==> config.mk <==
export PLATFORM = sky130hd
export DESIGN_NAME = cpu_clock_control
export DESIGN_NICKNAME = d
export VERILOG_FILES = /design/src/hdl/clock_control_pkg.sv /design/src/hdl/osc_clock_if.sv /design/src/hdl/cpu_clock_control.sv /design/src/hdl/cpu_clock_divider.sv
export SDC_FILE = /design/constraint.sdc
export NUM_CORES = 1
export LEC_CHECK = 0
export BUFFER_PORTS_ARGS = -buffer_cell sky130_fd_sc_hd__buf_2
export CAP_MARGIN = 40
export CORE_ASPECT_RATIO = 1.5
export CORE_MARGIN = 5
export CORE_UTILIZATION = 65
export DETAILED_ROUTE_END_ITERATION = 12
export GPL_ROUTABILITY_DRIVEN = 0
export HOLD_SLACK_MARGIN = 0.03
export PLACE_DENSITY = 0.88
export SETUP_SLACK_MARGIN = 0.02
export SLEW_MARGIN = 20
export SYNTH_ARGS = -nofsm -noshare
export SYNTH_HDL_FRONTEND = slang
export SYNTH_SLANG_ARGS = --single-unit
==> constraint.sdc <==
create_clock -name sys_clk -period 6.5 [get_ports sys_clk]
set_clock_uncertainty 0.05 [all_clocks]
set_input_delay 0.65 -clock sys_clk [delete_from_list [all_inputs] [get_ports sys_clk]]
set_output_delay 0.65 -clock sys_clk [all_outputs]
set_load 0.02 [all_outputs]
==> src/hdl/clock_control_pkg.sv <==
// Shared constants, types and helpers for the CPU clock control block.
package clock_control_pkg;

   // Special function register addresses.
   localparam logic [7:0] TRIM_ADDR      = 8'h96;
   localparam logic [7:0] AUX_ONE_ADDR   = 8'ha2;
   localparam logic [7:0] DIVIDER_ADDR   = 8'h95;

   // Field positions.
   localparam int         CLOCK_OUT_EN_BIT = 6;
   localparam int         TRIM_MSB       = 5;
   localparam int         LOW_POWER_BIT  = 7;

   // Reset values.
   localparam logic [5:0] TRIM_FACTORY   = 6'h20;
   localparam logic [7:0] DIVIDER_RESET  = 8'h00;

   // Timing.
   localparam int         SYS_CLK_KHZ    = 100000;
   localparam int         WDT_OSC_KHZ    = 400;
   localparam logic [7:0] WDT_PERIOD     = 8'(SYS_CLK_KHZ / WDT_OSC_KHZ);
   localparam logic [7:0] RC_BASE_PERIOD = 8'h06;
   localparam logic [9:0] HOLD_XTAL_TICKS = 10'd992;
   localparam logic [9:0] HOLD_RC_TICKS  = 10'd224;
   localparam int         HOLD_FIXED_US  = 60;
   localparam int         HOLD_FIXED_CYCLES = (HOLD_FIXED_US * SYS_CLK_KHZ + 999) / 1000;

   typedef enum logic [1:0] {SRC_RC, SRC_WDT, SRC_XTAL, SRC_EXT} osc_source_type;
   typedef enum logic [1:0] {HOLD_OSC, HOLD_FIXED, CLOCK_RUN} wake_state_type;

   function automatic logic sfr_hit(input logic strobe, input logic [7:0] addr,
                                    input logic [7:0] target);
      return strobe && (addr == target);
   endfunction

endpackage

==> src/hdl/osc_clock_if.sv <==
// Oscillator tick, hold and divide value passed to the CPU clock divider.
`timescale 1ns/1ps
interface osc_clock_if;
   logic       osc_tick;
   logic       hold;
   logic [7:0] divide_value;
   logic       cpu_tick;
   modport control (output osc_tick, output hold, output divide_value, input cpu_tick);
   modport divider (input osc_tick, input hold, input divide_value, output cpu_tick);
endinterface
==> src/hdl/cpu_clock_control.sv <==
// CPU clock control: oscillator sources, trim register, wakeup hold and divider.
`timescale 1ns/1ps
// Notes on behaviour
// - Every reset clears low power select bit.
// - Trim register: reserved, clock enable, six trim bits.
// - Only power-on reset loads trim, clears enable.
// - Enabled clock output is half CPU clock.
// - Larger trim value lowers RC oscillator frequency.
// - Watchdog oscillator near 400KHz is selectable.
// - External clock comes from crystal input pin.
// - Wakeup timer holds CPU clock until stable.
// - Crystal oscillator holds 992 ticks plus 60us; external clock holds 224.
// - RC and watchdog hold 224 ticks plus 60us.
// - CPU clock is oscillator over twice N; N of zero passes the oscillator undivided.
// - Divider value may change at any time.
module cpu_clock_control #(
   parameter int HOLD_FIXED_COUNT = clock_control_pkg::HOLD_FIXED_CYCLES
) (
   // Clock and resets.
   input  wire logic                              sys_clk,
   input  wire logic                              rst_n,
   input  wire logic                              por_n,
   // Special function register port.
   input  wire logic [7:0]                        sfr_addr,
   input  wire logic                              sfr_write,
   input  wire logic                              sfr_read,
   input  wire logic [7:0]                        sfr_wdata,
   output      logic [7:0]                        sfr_rdata,
   // Configuration and wakeup.
   input  wire clock_control_pkg::osc_source_type osc_source_select,
   input  wire logic                              wakeup_request,
   // Pins.
   input  wire logic                              crystal_input_pin,
   output      logic                              crystal_output_pin_out,
   output      logic                              crystal_output_pin_oe_n,
   // CPU clock.
   output      logic                              cpu_clock_tick,
   output      logic                              cpu_clock_running,
   output      logic                              low_power_clock_select
);
   import clock_control_pkg::*;

   osc_clock_if clk_if ();

   ////////////////////////////////////////////////////////////////////////////
   // Registers reached from software.
   logic       clock_output_enable_reg;
   logic       clock_output_enable_next;
   logic [5:0] trim_reg;
   logic [5:0] trim_next;
   logic       low_power_reg;
   logic       low_power_next;
   logic [7:0] divider_value_reg;
   logic [7:0] divider_value_next;
   logic [7:0] rdata_reg;
   logic [7:0] rdata_next;
   logic       trim_wr;
   logic       aux_wr;
   logic       div_wr;

   always_comb begin
      trim_wr = sfr_hit(sfr_write, sfr_addr, TRIM_ADDR);
      aux_wr  = sfr_hit(sfr_write, sfr_addr, AUX_ONE_ADDR);
      div_wr  = sfr_hit(sfr_write, sfr_addr, DIVIDER_ADDR);
      clock_output_enable_next = clock_output_enable_reg;
      trim_next          = trim_reg;
      low_power_next     = low_power_reg;
      divider_value_next = divider_value_reg;
      rdata_next         = rdata_reg;
      if (trim_wr) begin
         // The reserved top bit is dropped.
         clock_output_enable_next = sfr_wdata[CLOCK_OUT_EN_BIT];
         trim_next                = sfr_wdata[TRIM_MSB:0];
      end
      if (aux_wr) begin
         low_power_next = sfr_wdata[LOW_POWER_BIT];
      end
      if (div_wr) begin
         divider_value_next = sfr_wdata;
      end
      if (sfr_hit(sfr_read, sfr_addr, TRIM_ADDR)) begin
         rdata_next = {1'b0, clock_output_enable_reg, trim_reg};
      end else if (sfr_hit(sfr_read, sfr_addr, AUX_ONE_ADDR)) begin
         rdata_next = {low_power_reg, 7'h00};
      end else if (sfr_hit(sfr_read, sfr_addr, DIVIDER_ADDR)) begin
         rdata_next = divider_value_reg;
      end else if (sfr_read) begin
         rdata_next = 8'h00;
      end
   end

   // Trim and clock output enable survive every reset but power-on.
   always_ff @(posedge sys_clk or negedge por_n) begin
      if (!por_n) begin
         clock_output_enable_reg <= 1'b0;
         trim_reg                <= TRIM_FACTORY;
      end else begin
         clock_output_enable_reg <= clock_output_enable_next;
         trim_reg                <= trim_next;
      end
   end

   always_ff @(posedge sys_clk or negedge rst_n) begin
      if (!rst_n) begin
         low_power_reg     <= 1'b0;
         divider_value_reg <= DIVIDER_RESET;
         rdata_reg         <= 8'h00;
      end else begin
         low_power_reg     <= low_power_next;
         divider_value_reg <= divider_value_next;
         rdata_reg         <= rdata_next;
      end
   end

   ////////////////////////////////////////////////////////////////////////////
   // Oscillator sources.
   logic [7:0] rc_count_reg;
   logic [7:0] rc_count_next;
   logic [7:0] wdt_count_reg;
   logic [7:0] wdt_count_next;
   logic       xtal_prev_reg;
   logic       osc_tick_reg;
   logic       osc_tick_next;
   logic       rc_tick;
   logic       wdt_tick;

   always_comb begin
      // The trim value lengthens the period, so a larger value is slower.
      rc_tick       = (rc_count_reg >= RC_BASE_PERIOD + {2'b00, trim_reg} - 8'h01);
      rc_count_next = rc_tick ? 8'h00 : rc_count_reg + 8'h01;
      wdt_tick       = (wdt_count_reg == WDT_PERIOD - 8'h01);
      wdt_count_next = wdt_tick ? 8'h00 : wdt_count_reg + 8'h01;
      case (osc_source_select)
         SRC_RC:  osc_tick_next = rc_tick;
         SRC_WDT: osc_tick_next = wdt_tick;
         default: osc_tick_next = crystal_input_pin && !xtal_prev_reg;
      endcase
   end

   always_ff @(posedge sys_clk or negedge rst_n) begin
      if (!rst_n) begin
         rc_count_reg  <= 8'h00;
         wdt_count_reg <= 8'h00;
         xtal_prev_reg <= 1'b0;
         osc_tick_reg  <= 1'b0;
      end else begin
         rc_count_reg  <= rc_count_next;
         wdt_count_reg <= wdt_count_next;
         xtal_prev_reg <= crystal_input_pin;
         osc_tick_reg  <= osc_tick_next;
      end
   end

   ////////////////////////////////////////////////////////////////////////////
   // Wakeup hold.
   wake_state_type state_reg;
   wake_state_type state_next;
   logic [9:0]     osc_count_reg;
   logic [9:0]     osc_count_next;
   logic [15:0]    fixed_count_reg;
   logic [15:0]    fixed_count_next;
   logic [9:0]     hold_target;

   always_comb begin
      hold_target = (osc_source_select == SRC_XTAL) ? HOLD_XTAL_TICKS
                                                    : HOLD_RC_TICKS;
      state_next       = state_reg;
      osc_count_next   = osc_count_reg;
      fixed_count_next = fixed_count_reg;
      case (state_reg)
         HOLD_OSC: begin
            if (osc_tick_reg) begin
               if (osc_count_reg == hold_target - 10'd1) begin
                  state_next     = HOLD_FIXED;
                  osc_count_next = 10'd0;
               end else begin
                  osc_count_next = osc_count_reg + 10'd1;
               end
            end
         end
         HOLD_FIXED: begin
            if (fixed_count_reg == 16'(HOLD_FIXED_COUNT - 1)) begin
               state_next       = CLOCK_RUN;
               fixed_count_next = 16'h0000;
            end else begin
               fixed_count_next = fixed_count_reg + 16'h0001;
            end
         end
         default: begin
            if (wakeup_request) begin
               state_next = HOLD_OSC;
            end
         end
      endcase
   end

   always_ff @(posedge sys_clk or negedge rst_n) begin
      if (!rst_n) begin
         state_reg       <= HOLD_OSC;
         osc_count_reg   <= 10'd0;
         fixed_count_reg <= 16'h0000;
      end else begin
         state_reg       <= state_next;
         osc_count_reg   <= osc_count_next;
         fixed_count_reg <= fixed_count_next;
      end
   end

   ////////////////////////////////////////////////////////////////////////////
   // Divider and clock output.
   logic clock_out_reg;
   logic clock_out_next;
   logic drive_reg;
   logic drive_next;

   assign clk_if.osc_tick     = osc_tick_reg;
   assign clk_if.hold         = (state_reg != CLOCK_RUN);
   assign clk_if.divide_value = divider_value_reg;

   cpu_clock_divider divider_inst (
      .sys_clk (sys_clk),
      .rst_n   (rst_n),
      .clk_if  (clk_if.divider)
   );

   always_comb begin
      // The pin is free only when no crystal oscillator owns it.
      drive_next  = clock_output_enable_reg && (osc_source_select != SRC_XTAL);
      clock_out_next = clock_out_reg;
      if (!drive_next) begin
         clock_out_next = 1'b0;
      end else if (clk_if.cpu_tick) begin
         clock_out_next = !clock_out_reg;
      end
   end

   always_ff @(posedge sys_clk or negedge rst_n) begin
      if (!rst_n) begin
         clock_out_reg <= 1'b0;
         drive_reg     <= 1'b0;
      end else begin
         clock_out_reg <= clock_out_next;
         drive_reg     <= drive_next;
      end
   end

   assign crystal_output_pin_out  = clock_out_reg;
   assign crystal_output_pin_oe_n = !drive_reg;
   assign cpu_clock_tick          = clk_if.cpu_tick;
   assign cpu_clock_running       = (state_reg == CLOCK_RUN);
   assign low_power_clock_select  = low_power_reg;
   assign sfr_rdata               = rdata_reg;
endmodule

==> src/hdl/cpu_clock_divider.sv <==
// Integer divider that makes the CPU clock tick from the oscillator tick.
`timescale 1ns/1ps
module cpu_clock_divider (
   // Clock and reset.
   input wire logic        sys_clk,
   input wire logic        rst_n,
   // Tick and divide value.
   osc_clock_if.divider    clk_if
);
   import clock_control_pkg::*;

   logic [7:0] active_reg;
   logic [7:0] active_next;
   logic [8:0] count_reg;
   logic [8:0] count_next;
   logic       tick_reg;
   logic       tick_next;
   logic [8:0] period;

   always_comb begin
      period      = (active_reg == 8'h00) ? 9'h001 : {active_reg, 1'b0};
      active_next = active_reg;
      count_next  = count_reg;
      tick_next   = 1'b0;
      if (clk_if.hold) begin
         count_next  = 9'h000;
         active_next = clk_if.divide_value;
      end else if (clk_if.osc_tick) begin
         if (count_reg + 9'h001 >= period) begin
            tick_next   = 1'b1;
            count_next  = 9'h000;
            // A new ratio takes effect only at a period boundary or while the clock is held.
            active_next = clk_if.divide_value;
         end else begin
            count_next = count_reg + 9'h001;
         end
      end
   end

   always_ff @(posedge sys_clk or negedge rst_n) begin
      if (!rst_n) begin
         active_reg <= DIVIDER_RESET;
         count_reg  <= 9'h000;
         tick_reg   <= 1'b0;
      end else begin
         active_reg <= active_next;
         count_reg  <= count_next;
         tick_reg   <= tick_next;
      end
   end

   assign clk_if.cpu_tick = tick_reg;
endmodule

==> impl_metrics.sql <==
INSERT INTO impl_metrics (metric_group, metric, value, unit) VALUES
('routing', 'via_count', '3969', ''),
('global_routing', 'grt_usage', '24.9', '%'),
('clock_network', 'cts_root_buf', 'sky130_fd_sc_hd__clkbuf_8', ''),
('clock_network', 'postCtsResizedCells', '0', ''),
('clock_network', 'post-cts-setup-buffer-count', '0', ''),
('layout', 'antennaDiodeCount', '0', ''),
('synth', 'post_synth_xor_area_fraction', '5.61', '%'),
('timing', 'final_period_minus_worst_setup_slack', '3.11', 'ns'),
('layout', 'finish.net_count', '574', ''),
('routing', 'drcViolationCount', '0', ''),
('synth', 'post_synth.cell_area_avg', '9.88', 'sq um'),
('synth', 'netlist_top_cells_area', 'sky130_fd_sc_hd__dfrtp_1 (46%), sky130_fd_sc_hd__ha_1 (5.9%), sky130_fd_sc_hd__mux2_2 (3.7%)', ''),
('floorplan', 'dieArea', '9310', 'sq um'),
('critical_path', 'timing.critical_path.from_type', 'register', ''),
('synth', 'ys_warn_count', '0', ''),
('timing', 'setup_viol', '0', ''),
('critical_path', 'r2r_cells', '9', ''),
('run_status', 'status', 'finished clean', ''),
('place', 'number_of_input_and_output_port_buffers_inserted', '37', ''),
('power_and_ir_drop', 'finalPower', '1.24', 'mW'),
('timing', 'finalSetupTns', '0', 'ns'),
('layout', 'area_delta_synth_final', '9.95', '%'),
('timing', 'final_hold_viol_count', '0', ''),
('place', 'detailedPlacementHpwl', '7.55', 'mm'),
('global_routing', 'first_global_vias', '4116', ''),
('synth', 'post-synth-top-area-fraction', '46.0', '%'),
('floorplan', 'num_io_pins', '38', ''),
('synth', 'area_fraction_in_compound_gates_after_synthesis', '13.8', '%'),
('floorplan', 'rows', '38', ''),
('critical_path', 'critPathLaunch', 'divider_inst.count_reg[0]', ''),
('synth', 'synth_area_leader_cell', 'sky130_fd_sc_hd__dfrtp_1', ''),
('critical_path', 'crit_end_element', 'register', ''),
('synth', 'synth-seq-cells', '90', ''),
('timing', 'rsz0062_at_grt', 'no', ''),
('critical_path', 'required', '6.70', 'ns'),
('timing', 'slew_headroom', '49.7', '%'),
('floorplan', 'dieHeight', '116', 'um'),
('clock_network', 'htree_levels', '3', ''),
('critical_path', 'r2r_setup_slack', '3.39', 'ns'),
('critical_path', 'cp_data_arrival_time', '3.31', 'ns'),
('power_and_ir_drop', 'powerDensity', '232', 'nW/um^2'),
('clock_network', 'tritoncts', 'yes', ''),
('hold_path', 'worstHoldPathType', 'input port to async pin', ''),
('synth', 'fraction_of_the_mapped_netlist_area_in_simple_logic_gates', '21.4', '%'),
('timing', 'final.period_utilization', '47.8', '%'),
('power_and_ir_drop', 'vdd_drop_max', '0.120', 'mV'),
('synth', 'synth_edf_count', '0', ''),
('critical_path', 'cp-endpoint', 'divider_inst.count_reg[6]', ''),
('timing', 'max_clock_freq', '322', 'MHz'),
('synth', 'synth-adder-area-share', '5.95', '%'),
('routing', 'wire_per_inst', '16.6', 'um'),
('floorplan', 'die-width', '80.5', 'um'),
('synth', 'async_reset_ff_share', '100', '%'),
('floorplan', 'core_area', '7270', 'sq um'),
('clock_network', 'clock_latency_at_the_later_pin_of_the_worst_skew_pair', '0.35', 'ns'),
('critical_path', 'reg2reg_from', 'divider_inst.count_reg[0]', ''),
('timing', 'number_of_pins_with_negative_max_slew_slack_in_the_final_report', '0', ''),
('timing', 'max_slew.worst_pin.slew', '0.755', 'ns'),
('synth', 'synth_top_family_by_area', 'simple AND/OR/NAND/NOR gates', ''),
('critical_path', 'reg2reg_to', 'divider_inst.count_reg[6]', ''),
('routing', 'drt_iter0_drc', '243', ''),
('synth', 'synth_fp_nets', '538', ''),
('routing', 'vias_per_cell', '6.29', ''),
('clock_network', 'cts_inserted_buffers', '9', ''),
('routing', 'routed_wire_length', '10.5', 'mm'),
('routing', 'first_pass_iters', '6', ''),
('global_routing', 'first_pass_grt_wire_length', '18.4', 'mm'),
('routing', 'ant_nets', '0', ''),
('clock_network', 'cts_hold_buf', '0', ''),
('synth', 'flip_flop_cell_with_the_highest_count_after_synthesis', 'sky130_fd_sc_hd__dfrtp_1', ''),
('clock_network', 'clockBufferDepth', '2', '');
-- layout by cell type (no fill, tap or decap), types with 3 or more instances in the layout --
| cell | n |
|---|---|
| sky130_fd_sc_hd__a21o_1 | 6 |
| sky130_fd_sc_hd__a21oi_1 | 18 |
| sky130_fd_sc_hd__a22o_1 | 4 |
| sky130_fd_sc_hd__a22oi_1 | 7 |
| sky130_fd_sc_hd__a311o_1 | 8 |
| sky130_fd_sc_hd__a31oi_1 | 4 |
| sky130_fd_sc_hd__a32o_1 | 4 |
| sky130_fd_sc_hd__a41o_1 | 3 |
| sky130_fd_sc_hd__and2_1 | 4 |
| sky130_fd_sc_hd__and3_1 | 11 |
| sky130_fd_sc_hd__buf_2 | 37 |
| sky130_fd_sc_hd__buf_4 | 3 |
| sky130_fd_sc_hd__clkbuf_8 | 9 |
| sky130_fd_sc_hd__clkinvlp_4 | 3 |
| sky130_fd_sc_hd__dfrtp_1 | 89 |
| sky130_fd_sc_hd__ha_1 | 23 |
| sky130_fd_sc_hd__inv_1 | 20 |
| sky130_fd_sc_hd__mux2_2 | 16 |
| sky130_fd_sc_hd__nand2_1 | 39 |
| sky130_fd_sc_hd__nand2b_1 | 8 |
| sky130_fd_sc_hd__nand3_1 | 31 |
| sky130_fd_sc_hd__nand4_1 | 11 |
| sky130_fd_sc_hd__nand4b_1 | 3 |
| sky130_fd_sc_hd__nor2_1 | 41 |
| sky130_fd_sc_hd__nor2b_1 | 8 |
| sky130_fd_sc_hd__nor3_1 | 11 |
| sky130_fd_sc_hd__nor4_1 | 12 |
| sky130_fd_sc_hd__o21ai_0 | 17 |
| sky130_fd_sc_hd__o21ai_1 | 3 |
| sky130_fd_sc_hd__o311ai_0 | 8 |
| sky130_fd_sc_hd__or3_1 | 5 |
| sky130_fd_sc_hd__or4_1 | 3 |
| sky130_fd_sc_hd__xnor2_1 | 14 |
| sky130_fd_sc_hd__xor2_1 | 17 |
-- per-stage QoR --
stage               cell area, sq um  hold WS (ns)  util, %  instances  worst slack (ns)
global route                    5320        0.0507     73.2        631              3.12
global placement                5080         0.426     69.9        609              3.44
floorplan                       4840         0.304        -        490              3.84
detailed placement              5120         0.436     70.3        612              3.42
finish                          5320        0.0617     73.2        631              3.39
CTS                             5290        0.0567     72.7        628              3.41
-- cell families after synthesis --
| logic type | after synthesis |
|---|---|
| xor+xnor | 31 |
| flops | 90 |
| mux | 16 |
| simple gates | 198 |
| compound gates | 94 |
| fa+ha+maj | 23 |
| buf+inv | 38 |
-- worst min-delay path by stage --
stage          depth (start not counted)                     end        startpoint  slack [ns]
2_1_floorplan                          0  clk_if.divide_value[0]             rst_n        0.30
3_3_place_gp                           1        wdt_count_reg[0]  wdt_count_reg[0]        0.43
3_5_place_dp                           1             trim_reg[0]             por_n        0.44
4_1_cts                                1             trim_reg[0]             por_n        0.06
5_1_grt                                1             trim_reg[0]             por_n        0.05
6_report                               1             trim_reg[0]             por_n        0.06
-- layer usage --
metal | vias up | global-route usage (%) | routed length [um]
met4 | 0 | 9.70 | 285
met5 | - | 0 | 0
met3 | 33 | 4.98 | 361
met2 | 120 | 44.2 | 5630
met1 | 1941 | 29.5 | 4220
li1 | 1875 | - | -
-- power breakdown --
| part | internal, mW | switching [mW] | leakage, nW | total [mW] |
|---|---|---|---|---|
| Combinational | 0.0892 | 0.140 | 1.15 | 0.229 |
| Sequential | 0.608 | 0.0602 | 1.18 | 0.669 |
| Clock | 0.141 | 0.197 | 0.0762 | 0.339 |
-- worst max-delay path: stages (launching register included) --
cell and delay, ns:
sky130_fd_sc_hd__dfrtp_1 0.45, sky130_fd_sc_hd__ha_1 0.31, sky130_fd_sc_hd__nand4_1 0.14, sky130_fd_sc_hd__xnor2_1 0.16
sky130_fd_sc_hd__ha_1 0.33, sky130_fd_sc_hd__and4_1 0.23, sky130_fd_sc_hd__nand3_1 0.10, sky130_fd_sc_hd__o21ai_2 0.60
sky130_fd_sc_hd__nor2_1 0.31, sky130_fd_sc_hd__a41o_1 0.31
-- synthesized netlist by cell type, drive strengths merged, types with 11 or more instances --
library cell,number
o21ai,21
nor4,12
mux2,16
nand2,39
xor2,17
ha,23
nand3,31
nand4,11
inv,20
dfrtp,89
xnor2,14
nor2,41
nor3,11
and3,11
a21oi,19
clkbuf,16
-- layout make-up --
cell class                 count  area, sq um
multi-input combinational    362         2440
sequential                    90         2250
fill                         530         1950
timing repair buffer          43          254
clock buffer                  11          131
tap                          100          125
inverter                      20         75.1
clock inverter                 5         40.0
Power figures use the tool's default switching activity.
